`config.mk`:
```
export PLATFORM = sky130hd
export DESIGN_NAME = swm_cfg
export DESIGN_NICKNAME = d
export VERILOG_FILES = /design/src/verilog/swm_pkg.sv /design/src/verilog/swm_cfg.sv
export SDC_FILE = /design/constraint.sdc
export NUM_CORES = 1
export LEC_CHECK = 0
export BUFFER_PORTS_ARGS = -buffer_cell sky130_fd_sc_hd__buf_2
export CAP_MARGIN = 20
export CORE_MARGIN = 4
export CORE_UTILIZATION = 61
export DETAILED_ROUTE_END_ITERATION = 6
export GPL_TIMING_DRIVEN = 0
export PLACE_DENSITY = 0.91
export SKIP_CTS_REPAIR_TIMING = 1
export SKIP_LAST_GASP = 1
export SYNTH_ARGS = -nofsm -noshare
export SYNTH_HDL_FRONTEND = slang
export SYNTH_SLANG_ARGS = --single-unit
```
`constraint.sdc`:
```
create_clock -name clk_i -period 3.55 [get_ports clk_i]
set_input_delay 0 -clock clk_i [delete_from_list [all_inputs] [get_ports clk_i]]
set_output_delay 0 -clock clk_i [all_outputs]
set_load 0.005 [all_outputs]
```
`src/verilog/swm_pkg.sv`:
```
// Shared constants, command codes and carriers for the single-wire port config block.
// Assumes one 125 MHz clock and a host that issues commands over a valid/ready port.
// Overview of operation
// - Engine runs reset, byte, bit, triplet waveforms alone
// - Status shows done, presence, short, direction; data separate
// - Host port serves standard and fast mode hosts
// - Four readable registers chosen by read pointer
// - Last executed command sets the read pointer
// - Config and port config writable; others read only
// - Active, strong pullup and speed set independently
// - Strong pullup bit clears when its period ends
// - Reset leaves config register at zero
// - Config write needs upper nibble inverse of lower
// - Config read returns zero upper nibble
// - Active pullup bit selects transistor assist on rise
// - No active pullup after short recovery
// - Fixed pullup on reset cycle rising edges
// - Transistor stays on until slot end
// - Power-down stops all bus traffic until cleared
// - Power-down drops resistor and drives line low
// - Without power-down resistor keeps line high
// - Power-down plus strong pullup stores strong as zero
// - Sleep input low sleeps; power-down stays independent
// - Config bits: active, power-down, strong, speed
// - Speed bit selects standard or overdrive timing
// - Strong pullup ends on command, clear, reset
package swm_pkg;
	// Clock rate in MHz
	localparam int CLK_MHZ = 125;
	// Least time in ns to whole cycles, never below one
	function automatic int ns2cyc(input int ns);
		int c;
		c = (ns * CLK_MHZ + 999) / 1000;
		return (c < 1) ? 1 : c;
	endfunction
	// Standard speed times in ns
	localparam int T_RSTL_STD_NS = 480000;
	localparam int T_MSP_STD_NS  = 70000;
	localparam int T_SI_STD_NS   = 8000;
	localparam int T_SLOT_STD_NS = 65000;
	localparam int T_W0L_STD_NS  = 60000;
	localparam int T_W1L_STD_NS  = 6000;
	localparam int T_MSR_STD_NS  = 15000;
	localparam int T_FIX_STD_NS  = 2500;
	// Overdrive speed times in ns
	localparam int T_RSTL_OD_NS  = 48000;
	localparam int T_MSP_OD_NS   = 8000;
	localparam int T_SI_OD_NS    = 1000;
	localparam int T_SLOT_OD_NS  = 10000;
	localparam int T_W0L_OD_NS   = 7500;
	localparam int T_W1L_OD_NS   = 1000;
	localparam int T_MSR_OD_NS   = 2000;
	localparam int T_FIX_OD_NS   = 500;
	// Counter width and slot counts; the counter must span twice the longest reset low
	localparam int CW = 17;
	localparam logic [3:0] SLOTS_BIT  = 4'h1;
	localparam logic [3:0] SLOTS_BYTE = 4'h8;
	localparam logic [3:0] SLOTS_TRIP = 4'h3;
	// Config field positions
	localparam int CFG_ACTIVE = 0;
	localparam int CFG_PWRDN  = 1;
	localparam int CFG_STRONG = 2;
	localparam int CFG_ODS    = 3;
	localparam logic [7:0] CFG_RST_VAL = 8'h00;
	// Status field positions
	localparam int ST_BUSY = 0;
	localparam int ST_PPD  = 1;
	localparam int ST_SD   = 2;
	localparam int ST_LL   = 3;
	localparam int ST_RST  = 4;
	localparam int ST_SBR  = 5;
	localparam int ST_TSB  = 6;
	localparam int ST_DIR  = 7;
	// Host commands
	typedef enum logic [3:0] {
		CMD_DEV_RESET, CMD_SET_PTR, CMD_WR_CFG, CMD_ADJ_PORT,
		CMD_BUS_RESET, CMD_BUS_BIT, CMD_BUS_WBYTE, CMD_BUS_RBYTE, CMD_BUS_TRIP
	} swm_cmd_e;
	// Read pointer targets
	typedef enum logic [1:0] {PTR_STATUS, PTR_DATA, PTR_CFG, PTR_PORT} swm_ptr_e;
	// Command carrier
	typedef struct packed {
		swm_cmd_e   code;
		logic [7:0] data;
	} swm_cmd_s;
endpackage

```
`src/verilog/swm_cfg.sv`:
```
// Single-wire master: command engine, config register, pullup and power control.
// Assumes the host decodes its serial transfers into commands and read strobes.
`timescale 1ns/1ns
module swm_cfg import swm_pkg::*; #(
	parameter int P_RSTL_STD = ns2cyc(T_RSTL_STD_NS),
	parameter int P_MSP_STD  = ns2cyc(T_MSP_STD_NS),
	parameter int P_SLOT_STD = ns2cyc(T_SLOT_STD_NS),
	parameter int P_W0L_STD  = ns2cyc(T_W0L_STD_NS)
) (
	// Clock and reset
	input  wire logic     clk_i,
	input  wire logic     rst_i,
	// Host command port
	input  wire logic     cmd_valid_i,
	input  wire swm_cmd_s cmd_i,
	output logic          cmd_ready_o,
	// Host read port
	input  wire logic     rd_req_i,
	output logic [7:0]    rd_data_o,
	// Single-wire line and power pins
	input  wire logic     io_i,
	output logic          io_pd_o,
	output logic          io_boost_o,
	output logic          res_pull_en_o,
	// Sleep control
	input  wire logic     sleep_input_n_i,
	output logic          asleep_o
);
	typedef enum {E_IDLE, E_RST, E_SLOT} swm_st_e;

	logic [1:0]    s1_q, s2_q, s3_q;   // Pin synchronisers: line, sleep
	logic          line_q, awake_q;    // Filtered pin levels
	logic          line_prev_q;        // For rising edge detect
	logic [3:0]    cfg_q;              // Active, power-down, strong, speed
	logic [3:0]    port_q;             // Port parameter code
	swm_ptr_e      ptr_q;              // Read pointer
	logic [7:0]    stat_q;             // Status register
	logic [7:0]    rdat_q;             // Read data register
	logic [7:0]    rd_q;               // Read output flop
	swm_st_e       st_q;               // Engine state
	logic [CW-1:0] cnt_q;              // Time in current slot
	logic [3:0]    rem_q;              // Slots left
	logic [7:0]    sh_q;               // Bits out / in
	logic          trip_q, tdir_q;     // Triplet mode, preferred direction
	logic          rbyte_q;            // Read byte in progress
	logic          samp_q;             // Line sample of this slot
	logic          short_q;            // Short seen this reset cycle
	logic          boost_slot_q;       // Transistor held to slot end
	logic [CW-1:0] fix_q;              // Fixed pullup time left
	logic          strong_on_q;        // Strong pullup running
	logic [CW-1:0] t_rstl, t_msp, t_si, t_slot, t_w0l, t_w1l, t_msr, t_fix, t_low;
	logic          take, devrst, bus_cmd, bus_take, cfg_ok, cfg_take;
	logic          slot_end, rst_end, done, dir_w, strong_stop, rise;

	// Timing set follows the speed bit
	always_comb begin
		if (cfg_q[CFG_ODS]) begin
			t_rstl = CW'(ns2cyc(T_RSTL_OD_NS));
			t_msp  = CW'(ns2cyc(T_MSP_OD_NS));
			t_si   = CW'(ns2cyc(T_SI_OD_NS));
			t_slot = CW'(ns2cyc(T_SLOT_OD_NS));
			t_w0l  = CW'(ns2cyc(T_W0L_OD_NS));
			t_w1l  = CW'(ns2cyc(T_W1L_OD_NS));
			t_msr  = CW'(ns2cyc(T_MSR_OD_NS));
			t_fix  = CW'(ns2cyc(T_FIX_OD_NS));
		end else begin
			t_rstl = CW'(P_RSTL_STD);
			t_msp  = CW'(P_MSP_STD);
			t_si   = CW'(ns2cyc(T_SI_STD_NS));
			t_slot = CW'(P_SLOT_STD);
			t_w0l  = CW'(P_W0L_STD);
			t_w1l  = CW'(ns2cyc(T_W1L_STD_NS));
			t_msr  = CW'(ns2cyc(T_MSR_STD_NS));
			t_fix  = CW'(ns2cyc(T_FIX_STD_NS));
		end
		t_low = sh_q[0] ? t_w1l : t_w0l;
	end

	// Command decode; sleep or a running waveform holds the host off
	assign cmd_ready_o = awake_q && (st_q == E_IDLE);
	assign take     = cmd_valid_i && cmd_ready_o;
	assign devrst   = take && (cmd_i.code == CMD_DEV_RESET);
	assign bus_cmd  = cmd_i.code inside {CMD_BUS_RESET, CMD_BUS_BIT,
		CMD_BUS_WBYTE, CMD_BUS_RBYTE, CMD_BUS_TRIP};
	// Power-down swallows every bus command
	assign bus_take = take && bus_cmd && !cfg_q[CFG_PWRDN];
	assign cfg_ok   = (cmd_i.data[7:4] == ~cmd_i.data[3:0]);
	assign cfg_take = take && (cmd_i.code == CMD_WR_CFG) && cfg_ok;
	assign rst_end  = (st_q == E_RST) && (cnt_q == 2 * t_rstl - 1'b1);
	assign slot_end = (st_q == E_SLOT) && (cnt_q == t_slot - 1'b1);
	assign done     = rst_end || (slot_end && rem_q == SLOTS_BIT);
	// Search direction from the two read bits
	assign dir_w = (stat_q[ST_SBR] ^ samp_q) ? stat_q[ST_SBR]
		: (stat_q[ST_SBR] | tdir_q);
	assign rise  = line_q && !line_prev_q;

	// Three-flop pin filter; level moves once stages two and three agree
	always_ff @(posedge clk_i) begin
		if (rst_i) begin
			s1_q        <= 2'h3;
			s2_q        <= 2'h3;
			s3_q        <= 2'h3;
			line_q      <= 1'b1;
			awake_q     <= 1'b1;
			line_prev_q <= 1'b1;
		end else begin
			s1_q <= {sleep_input_n_i, io_i};
			s2_q <= s1_q;
			s3_q <= s2_q;
			if (s2_q[0] == s3_q[0])
				line_q <= s3_q[0];
			if (s2_q[1] == s3_q[1])
				awake_q <= s3_q[1];
			line_prev_q <= line_q;
		end
	end

	// Waveform engine: runs every slot without host help
	always_ff @(posedge clk_i) begin
		if (rst_i || devrst) begin
			st_q    <= E_IDLE;
			cnt_q   <= '0;
			rem_q   <= '0;
			sh_q    <= '0;
			trip_q  <= 1'b0;
			tdir_q  <= 1'b0;
			rbyte_q <= 1'b0;
			samp_q  <= 1'b0;
		end else begin
			case (st_q)
				E_IDLE: begin
					cnt_q <= '0;
					if (bus_take) begin
						trip_q  <= (cmd_i.code == CMD_BUS_TRIP);
						rbyte_q <= (cmd_i.code == CMD_BUS_RBYTE);
						tdir_q  <= cmd_i.data[7];
						case (cmd_i.code)
							CMD_BUS_RESET: st_q <= E_RST;
							CMD_BUS_BIT: begin
								st_q  <= E_SLOT;
								rem_q <= SLOTS_BIT;
								sh_q  <= {7'h00, cmd_i.data[7]};
							end
							CMD_BUS_WBYTE: begin
								st_q  <= E_SLOT;
								rem_q <= SLOTS_BYTE;
								sh_q  <= cmd_i.data;
							end
							CMD_BUS_RBYTE: begin
								st_q  <= E_SLOT;
								rem_q <= SLOTS_BYTE;
								sh_q  <= 8'hFF;
							end
							default: begin
								st_q  <= E_SLOT;
								rem_q <= SLOTS_TRIP;
								sh_q  <= 8'hFF;
							end
						endcase
					end
				end
				E_RST: begin
					cnt_q <= cnt_q + 1'b1;
					if (rst_end)
						st_q <= E_IDLE;
				end
				E_SLOT: begin
					cnt_q <= cnt_q + 1'b1;
					if (cnt_q == t_msr)
						samp_q <= line_q;
					if (slot_end) begin
						cnt_q <= '0;
						rem_q <= rem_q - 1'b1;
						// Triplet third slot writes the chosen direction
						if (trip_q && rem_q == SLOTS_TRIP - 1'b1)
							sh_q <= {7'h7F, dir_w};
						else
							sh_q <= {samp_q, sh_q[7:1]};
						if (rem_q == SLOTS_BIT)
							st_q <= E_IDLE;
					end
				end
				default: st_q <= E_IDLE;
			endcase
		end
	end

	// Status and received data
	always_ff @(posedge clk_i) begin
		if (rst_i || devrst) begin
			stat_q         <= '0;
			stat_q[ST_RST] <= 1'b1;
			rdat_q         <= '0;
		end else begin
			stat_q[ST_BUSY] <= (st_q != E_IDLE) && !done;
			if (bus_take)
				stat_q[ST_BUSY] <= 1'b1;
			if (cfg_take)
				stat_q[ST_RST] <= 1'b0;
			if (st_q == E_RST && cnt_q == t_rstl + t_si)
				stat_q[ST_SD] <= !line_q;
			if (st_q == E_RST && cnt_q == t_rstl + t_msp)
				stat_q[ST_PPD] <= !line_q;
			if (rd_req_i && ptr_q == PTR_STATUS)
				stat_q[ST_LL] <= line_q;
			if (slot_end && !rbyte_q) begin
				if (!trip_q || rem_q == SLOTS_TRIP)
					stat_q[ST_SBR] <= samp_q;
				if (trip_q && rem_q == SLOTS_TRIP - 1'b1) begin
					stat_q[ST_TSB] <= samp_q;
					stat_q[ST_DIR] <= dir_w;
				end
			end
			if (slot_end && rbyte_q && rem_q == SLOTS_BIT)
				rdat_q <= {samp_q, sh_q[7:1]};
		end
	end

	// Config and port registers; strong pullup end clears its own bit
	always_ff @(posedge clk_i) begin
		if (rst_i || devrst) begin
			cfg_q  <= CFG_RST_VAL[3:0];
			port_q <= '0;
		end else begin
			if (strong_stop)
				cfg_q[CFG_STRONG] <= 1'b0;
			if (cfg_take) begin
				cfg_q <= cmd_i.data[3:0];
				// Power-down and strong pullup together keep strong off
				if (cmd_i.data[CFG_PWRDN])
					cfg_q[CFG_STRONG] <= 1'b0;
			end
			if (take && cmd_i.code == CMD_ADJ_PORT)
				port_q <= cmd_i.data[3:0];
		end
	end

	// Read pointer follows the last command taken, bus commands swallowed in power-down leave it
	always_ff @(posedge clk_i) begin
		if (rst_i) begin
			ptr_q <= PTR_STATUS;
		end else if (take) begin
			case (cmd_i.code)
				CMD_SET_PTR:  ptr_q <= swm_ptr_e'(cmd_i.data[1:0]);
				CMD_WR_CFG:   ptr_q <= PTR_CFG;
				CMD_ADJ_PORT: ptr_q <= PTR_PORT;
				default: begin
					if (!bus_cmd || bus_take)
						ptr_q <= PTR_STATUS;
				end
			endcase
		end
	end

	// Read mux registered; config upper nibble always reads zero
	always_ff @(posedge clk_i) begin
		if (rst_i) begin
			rd_q <= '0;
		end else begin
			case (ptr_q)
				PTR_STATUS: rd_q <= stat_q;
				PTR_DATA:   rd_q <= rdat_q;
				PTR_CFG:    rd_q <= {4'h0, cfg_q};
				default:    rd_q <= {4'h0, port_q};
			endcase
		end
	end
	assign rd_data_o = rd_q;

	// Strong pullup runs from command end until the next stop event;
	// a power-down write stops it too, since that write forces its bit off
	assign strong_stop = strong_on_q && (bus_take || devrst
		|| (cfg_take && (!cmd_i.data[CFG_STRONG] || cmd_i.data[CFG_PWRDN])));
	always_ff @(posedge clk_i) begin
		if (rst_i || strong_stop) begin
			strong_on_q <= 1'b0;
		end else if (done && cfg_q[CFG_STRONG] && !cfg_q[CFG_PWRDN]) begin
			strong_on_q <= 1'b1;
		end
	end

	// Active pullup: slot hold past threshold, fixed burst in reset cycle
	always_ff @(posedge clk_i) begin
		if (rst_i || devrst) begin
			boost_slot_q <= 1'b0;
			fix_q        <= '0;
			short_q      <= 1'b0;
		end else begin
			if (bus_take)
				short_q <= 1'b0;
			if (st_q == E_RST && cnt_q == t_rstl + t_si && !line_q)
				short_q <= 1'b1;
			// Line high stands in for the activation threshold
			if (st_q == E_SLOT && cnt_q >= t_low && line_q && cfg_q[CFG_ACTIVE])
				boost_slot_q <= 1'b1;
			if (slot_end || st_q != E_SLOT)
				boost_slot_q <= 1'b0;
			if (fix_q != '0)
				fix_q <= fix_q - 1'b1;
			if (st_q == E_RST && cnt_q >= t_rstl && rise && cfg_q[CFG_ACTIVE] && !short_q)
				fix_q <= t_fix;
			if (short_q)
				fix_q <= '0;
		end
	end

	// Pin drive: power-down pulls low and drops the resistor, sleep or not
	assign io_pd_o       = cfg_q[CFG_PWRDN] || (st_q == E_RST && cnt_q < t_rstl)
		|| (st_q == E_SLOT && cnt_q < t_low);
	assign res_pull_en_o = !cfg_q[CFG_PWRDN];
	assign io_boost_o    = !cfg_q[CFG_PWRDN]
		&& (boost_slot_q || fix_q != '0 || strong_on_q);
	assign asleep_o  = !awake_q;
endmodule // swm_cfg

```
* After elaboration in Yosys (flattened, before gate mapping)
Index checks and enable logic that the tools add are counted.
Storage, ports and cells: register bits 128, input bits 18, output and inout port bits 13, word-level logic and storage cells 195
Cells by class: add/subtract/negate cells 7, $lt $le $gt $ge 4, eq/ne operators 31, mux-type cells 38, bitwise gates (word level) 3, reductions and logical operators 81
Operators by type and width (count):
- two-way mux 32 bit | 4
- one-hot mux 32 bit (3 select lines) | 1
- == test 17 bit | 4
- two-way mux 17 bit | 4
- == test 32 x 2 -> 1 bit (second input constant) | 2
- logical NOT 32 bit | 2
- one-hot mux 17 bit (3 select lines) | 1
- one-hot mux 8 bit (3 select lines) | 2
- logical AND 1 bit | 35
- adder 17 bit | 2
- >= comparator 17 bit | 2
- < comparator 17 bit | 2
- subtractor 17 x 1 -> 17 bit (second input constant) | 2
- == test 17 x 32 -> 1 bit | 1
- == test 32 x 1 -> 1 bit (second input constant) | 1
- == test 32 x 3 -> 1 bit (second input constant) | 1
- inequality test 32 x 3 -> 1 bit (second input constant) | 1
- nonzero test 32 bit | 1
- two-way mux 13 bit | 2
- two-way mux 8 bit | 3
- two-way mux 10 bit | 2
- subtractor 18 x 1 -> 19 bit (second input constant) | 1
- adder 17 x 1 -> 17 bit (second input constant) | 1
- nonzero test 17 bit | 1
- 36 further kinds | 86

* Depth between registers and ports, before layout
depth in word-level cells 10, mapped depth 12, depth with buffers taken out 10

* Least setup slack after synthesis
Ideal clock, no wire load.
path kind reg-to-reg, start point reg cfg_q[3], end point reg sh_q[7], setup time 0.071 ns, arrival time 2.882 ns, data required time 3.479 ns, path slack 0.598 ns, stages on the path, launching flop included 12, path buffers 3, clock period less this slack 2.952 ns, cells stage by stage dfxtp_1 > buf_6 > clkbuf_1 > inv_1 > ha_1 > nor2b_1 > nand4b_1 > o41a_1 > a21o_1 > buf_6 > or3_1 > a21oi_1
Between the ends: cells in the longest elaborated chain, start to end 6
Ends and longest elaborated chain:
- start, declared | RTL line swm_cfg.sv:34 | logic [3:0] cfg_q;
- start signal, assigned | RTL line swm_cfg.sv:222 | cfg_q <= CFG_RST_VAL[3:0];
- start signal, assigned | RTL line swm_cfg.sv:228 | cfg_q <= cmd_i.data[3:0];
- two-way mux 13 bit | RTL line swm_cfg.sv:57 | if (cfg_q[CFG_ODS]) begin
- subtractor 17 x 1 -> 17 bit | RTL line swm_cfg.sv:90 | assign slot_end = (st_q == E_SLOT) && (cnt_q == t_slot - 1'b1);
- == test 17 bit | RTL line swm_cfg.sv:90
- logical AND 1 bit | RTL line swm_cfg.sv:90
- inequality test 2 bit (no source line)
- AND reduction 4 bit (no source line)
- end signal, assigned | RTL line swm_cfg.sv:142 | sh_q <= {7'h00, cmd_i.data[7]};
- end signal, assigned | RTL line swm_cfg.sv:147 | sh_q <= cmd_i.data;
- end signal, assigned | RTL line swm_cfg.sv:176 | sh_q <= {7'h7F, dir_w};
- end, declared | RTL line swm_cfg.sv:43 | logic [7:0] sh_q;
No other way between the ends. A chain may end at the register's enable or synchronous reset.

* Worst setup path in the final report
start point reg cfg_q[3], end point reg rem_q[3]
Between the ends: cells in the longest elaborated chain, start to end 6
Ends and longest elaborated chain:
- two-way mux 13 bit | RTL line swm_cfg.sv:57
- subtractor 17 x 1 -> 17 bit | RTL line swm_cfg.sv:90
- == test 17 bit | RTL line swm_cfg.sv:90
- logical AND 1 bit | RTL line swm_cfg.sv:90
- inequality test 2 bit (no source line)
- AND reduction 4 bit (no source line)
- end signal, assigned | RTL line swm_cfg.sv:173 | rem_q <= rem_q - 1'b1;
- end, declared | RTL line swm_cfg.sv:42 | logic [3:0] rem_q;
No other way between the ends.

==> metrics.txt <==
# TYPE chip_impl_metric gauge
chip_impl_metric{name="fillCellCount",unit=""} 631
chip_impl_metric{name="finalCritPeriodShare",unit="%"} 97.1
chip_impl_metric{name="number_of_hold_slack_violations_in_the_final_timing_report",unit=""} 2
chip_impl_metric{name="initial_antenna_violation_count",unit=""} 0
chip_impl_metric{name="critical_path_cell_count",unit=""} 11
chip_impl_metric{name="clk_pin_slew",unit="ns"} 0.11
chip_impl_metric{name="synth-edff-count",unit=""} 0
chip_impl_metric{name="proportion_of_register_bits_with_asynchronous_set_or_reset_after_synthesis",unit="%"} 0
chip_impl_metric{name="crit_required",unit="ns"} 3.81
chip_impl_info{name="violations",value="negative hold slack"} 1
chip_impl_metric{name="globalRouteOverflowTotal",unit=""} 0
chip_impl_metric{name="place_congestion",unit=""} 0.899
chip_impl_metric{name="synthesis.instances",unit=""} 632
chip_impl_metric{name="grt_first_pass_wirelength",unit="um"} 22600
chip_impl_metric{name="layout_min_cycle_time",unit="ns"} 3.45
chip_impl_metric{name="1st_pass_router_iterations",unit=""} 5
chip_impl_metric{name="netlist-cell-type-count",unit=""} 63
chip_impl_metric{name="cts_buffers",unit=""} 9
chip_impl_info{name="setup_crit_path_kind",value="reg2reg"} 1
chip_impl_info{name="tritoncts",value="yes"} 1
chip_impl_info{name="cp_common_cell",value="buf_6"} 1
chip_impl_info{name="worst_path_dominant_cell_family",value="compound AO/OA/AOI/OAI gates"} 1
chip_impl_metric{name="routed_via_density",unit=""} 6.26
chip_impl_metric{name="drcViolationCount",unit=""} 0
chip_impl_info{name="start_kind",value="flip-flop"} 1
chip_impl_metric{name="finClkSkew",unit="ns"} 0.00981
chip_impl_metric{name="final_core_util",unit="%"} 69.4
chip_impl_metric{name="syn-num-nets",unit=""} 684
chip_impl_info{name="crit_path_top_delay_cell",value="dfxtp_1"} 1
chip_impl_metric{name="numPortBuffers",unit=""} 29
chip_impl_metric{name="clkSinkCount",unit=""} 98
chip_impl_info{name="yosys-top-cells-area",value="dfxtp_1, ha_1, nor2_1, mux2i_1, a21oi_1"} 1
chip_impl_metric{name="cts.path.max_buffers",unit=""} 2
chip_impl_metric{name="die_width",unit="um"} 102
chip_impl_metric{name="drt.antenna.violating_nets",unit=""} 0
chip_impl_metric{name="ys_seq_area_share",unit="%"} 36.4
chip_impl_metric{name="netSwitchingPower",unit="mW"} 1.04
chip_impl_metric{name="worst_slew_margin_rel",unit="%"} 50.2
chip_impl_metric{name="cp_num_buf_inv",unit=""} 4
chip_impl_metric{name="netSwitchingFraction",unit="%"} 34.8
chip_impl_metric{name="syn-cell-area",unit="sq um"} 5390
chip_impl_metric{name="slowest_delay",unit="ns"} 0.62
chip_impl_metric{name="critical_path_arrival",unit="ns"} 3.71
chip_impl_metric{name="top_level_ports",unit=""} 31
chip_impl_metric{name="grt_start_max_net_pins",unit=""} 20
chip_impl_metric{name="max_clock_freq",unit="MHz"} 290
chip_impl_metric{name="placed_cells",unit=""} 769
chip_impl_metric{name="hold_slack_final",unit="ns"} -0.0155
chip_impl_metric{name="groute.usage.overall",unit="%"} 27.4
chip_impl_metric{name="worst_pin_slew",unit="ns"} 0.742
chip_impl_metric{name="yosys_register_bits",unit=""} 98
chip_impl_metric{name="synth_top_area_share",unit="%"} 36.4
chip_impl_metric{name="post_detail_place_hpwl",unit="um"} 10300
chip_impl_metric{name="worstSkewPairLatency",unit="ns"} 0.38
chip_impl_metric{name="intPower",unit="mW"} 1.95
chip_impl_metric{name="power.combinational.fraction",unit="%"} 29.3
chip_impl_metric{name="n_antenna_cell",unit=""} 0
chip_impl_metric{name="htree_num_levels",unit=""} 3
chip_impl_metric{name="critical_path_peak_fanout",unit=""} 17
chip_impl_metric{name="floorplan.die_area",unit="sq um"} 10400
chip_impl_metric{name="power-per-cell-area",unit="nW/um^2"} 501
chip_impl_info{name="grt_setup_unrepaired",value="false"} 1
chip_impl_info{name="worstHoldPathType",value="in2reg"} 1
chip_impl_metric{name="routed_wl",unit="um"} 14200
chip_impl_metric{name="final.setup.tns",unit="ns"} 0
chip_impl_info{name="ys_dominant_reg_cell",value="dfxtp_1"} 1
chip_impl_metric{name="detailroute.via_count",unit=""} 4975
chip_impl_metric{name="initial_core_util",unit="%"} 62.4
chip_impl_info{name="run_status",value="complete, but fails checks"} 1
chip_impl_metric{name="synthesis_to_finish_area_growth",unit="%"} 11.2
chip_impl_metric{name="sequentialPowerShare",unit="%"} 44.3
chip_impl_metric{name="report.final.setup_viol",unit=""} 0
chip_impl_metric{name="die-height",unit="um"} 102
chip_impl_metric{name="synthesis_warning_total",unit=""} 0
chip_impl_metric{name="clock_power_share",unit="%"} 26.5
chip_impl_metric{name="layoutNonFillerInstCount",unit=""} 795
chip_impl_metric{name="fp-row-count",unit=""} 34
chip_impl_metric{name="final_layout_size_suffix_gt1_share",unit="%"} 11.1
chip_impl_metric{name="ir_worst_vdd",unit="mV"} 0.379
chip_impl_metric{name="power.leakage",unit="nW"} 2.48
chip_impl_metric{name="coreArea",unit="sq um"} 8640
chip_impl_metric{name="hold_depth",unit=""} 3
chip_impl_info{name="synth_largest_area_cell",value="dfxtp_1"} 1
chip_impl_info{name="timing.critical_path.cells",value="buf_6, inv_1, ha_1, nor2b_1, nand4b_1, o41a_1, a21o_1, buf_6, clkbuf_1, a21oi_1, o32ai_1"} 1
chip_impl_metric{name="number_of_max_cap_violations",unit=""} 0
chip_impl_info{name="endpoint_kind",value="flip-flop"} 1
chip_impl_metric{name="syn_avg_cell_area",unit="sq um"} 8.52
chip_impl_metric{name="num-nets-final",unit=""} 734
chip_impl_metric{name="ff2ff_path_depth",unit=""} 11
chip_impl_metric{name="drt_iter0_markers",unit=""} 423
chip_impl_metric{name="routedWlPerCell",unit="um"} 17.9
chip_impl_metric{name="slew_violations",unit=""} 0
chip_impl_info{name="root_buffer",value="clkbuf_8"} 1
chip_impl_metric{name="first_global_vias",unit=""} 4725
[cell usage in the layout, fill, tap and decap left out, drive strengths merged, types with 16 or more instances in the layout]
| cell | instances |
|---|---|
| xor2 | 16 |
| buf | 39 |
| nand3 | 20 |
| inv | 25 |
| nor2 | 83 |
| xnor2 | 20 |
| ha | 34 |
| clkbuf | 30 |
| nand2 | 50 |
| nor3 | 23 |
| a21oi | 43 |
| dfxtp | 98 |
| mux2i | 26 |
[logic make-up after synthesis]
family / after synthesis / synth area share [%]
AOI/OAI and AO/OA: 101 / 11.8
and+or+nand+nor: 279 / 27.1
DFF: 98 / 36.4
xor gates and xnor gates: 36 / 5.85
buffers and inverters: 53 / 4.23
adders and majority gates: 34 / 7.90
muxes: 31 / 6.71
[power groups by stage]
stage	Sequential, mW	Combinational, mW	Clock [mW]
floorplan	1.32	0.677	0
global placement	1.34	0.813	0
detailed placement	1.35	0.855	0
CTS	1.32	0.865	0.788
global route	1.35	0.989	0.833
finish	1.33	0.878	0.794
[final timing paths]
path / from / end / slack (ns)
max reg2reg: cfg_q[3]$_SDFFE_PP0P_ / rem_q[3]$_SDFFE_PP0P_ / 0.10
max: cfg_q[3]$_SDFFE_PP0P_ / rem_q[3]$_SDFFE_PP0P_ / 0.10
min reg2reg: s1_q[1]$_SDFF_PP1_ / s2_q[1]$_SDFF_PP1_ / 0.42
min: cmd_i[1] / port_q[1]$_SDFFE_PP0P_ / -0.02
[worst min-delay path: cells and delay by family]
family                 cells  cell delay (ns)
multiplexers               1             0.09
AND/OR/NAND/NOR            1             0.07
buffers and inverters      1             0.17
[metal layers]
metal  vias up  track usage (%)  routed length (um)
met2       224             46.6                6940
met1      2350             33.1                5720
met3        60             4.44                 958
li1       2341                -                   -
met5         -                0                   0
met4         0             14.6                 603
[layout make-up]
cell class,instances,area [sq um],area share (%)
multi-input combinational,481,3200,53.4
sequential,98,1960,32.8
timing repair buffer,40,253,4.22
buffer,30,141,2.36
tap,108,135,2.26
clock buffer,9,124,2.07
clock inverter,7,95.1,1.59
inverter,22,82.6,1.38
[flip-flops by register name (all words and copies together), names as in the netlist, 4 cells and up]
| signal | count |
|---|---|
| stat_q | 8 |
| rem_q | 4 |
| cfg_q | 4 |
| rdat_q | 8 |
| fix_q | 17 |
| cnt_q | 17 |
| rd_data_o | 8 |
| sh_q | 8 |
| port_q | 4 |
[metrics by stage]
step	instance area [sq um]	power, mW	setup WS, ns
floorplan	5390	2.00	0.598
global placement	5670	2.15	-0.228
detailed placement	5670	2.20	-0.334
CTS	5890	2.98	-0.336
global route	5990	3.17	0.00952
finish	5990	3.00	0.105
[cell usage after synthesis, types with 3 or more instances]
master and count:
a211o_1 5, a21o_1 8, a21oi_1 43, and3_1 7, and4_1 3, buf_2 5
buf_6 3, clkbuf_1 22, dfxtp_1 98, ha_1 34, inv_1 22, mux2i_1 26
mux4_2 4, nand2_1 48, nand2b_1 9, nand3_1 19, nand3b_1 4, nand4_1 12
nand4b_1 8, nor2_1 83, nor2b_1 13, nor3_1 23, nor4_1 11, o21ai_0 10
o21ai_1 3, o22ai_1 5, o31ai_1 3, or2_2 10, or3_1 9, or4_1 5
xnor2_1 20, xor2_1 16
Power figures use the tool's default switching activity.
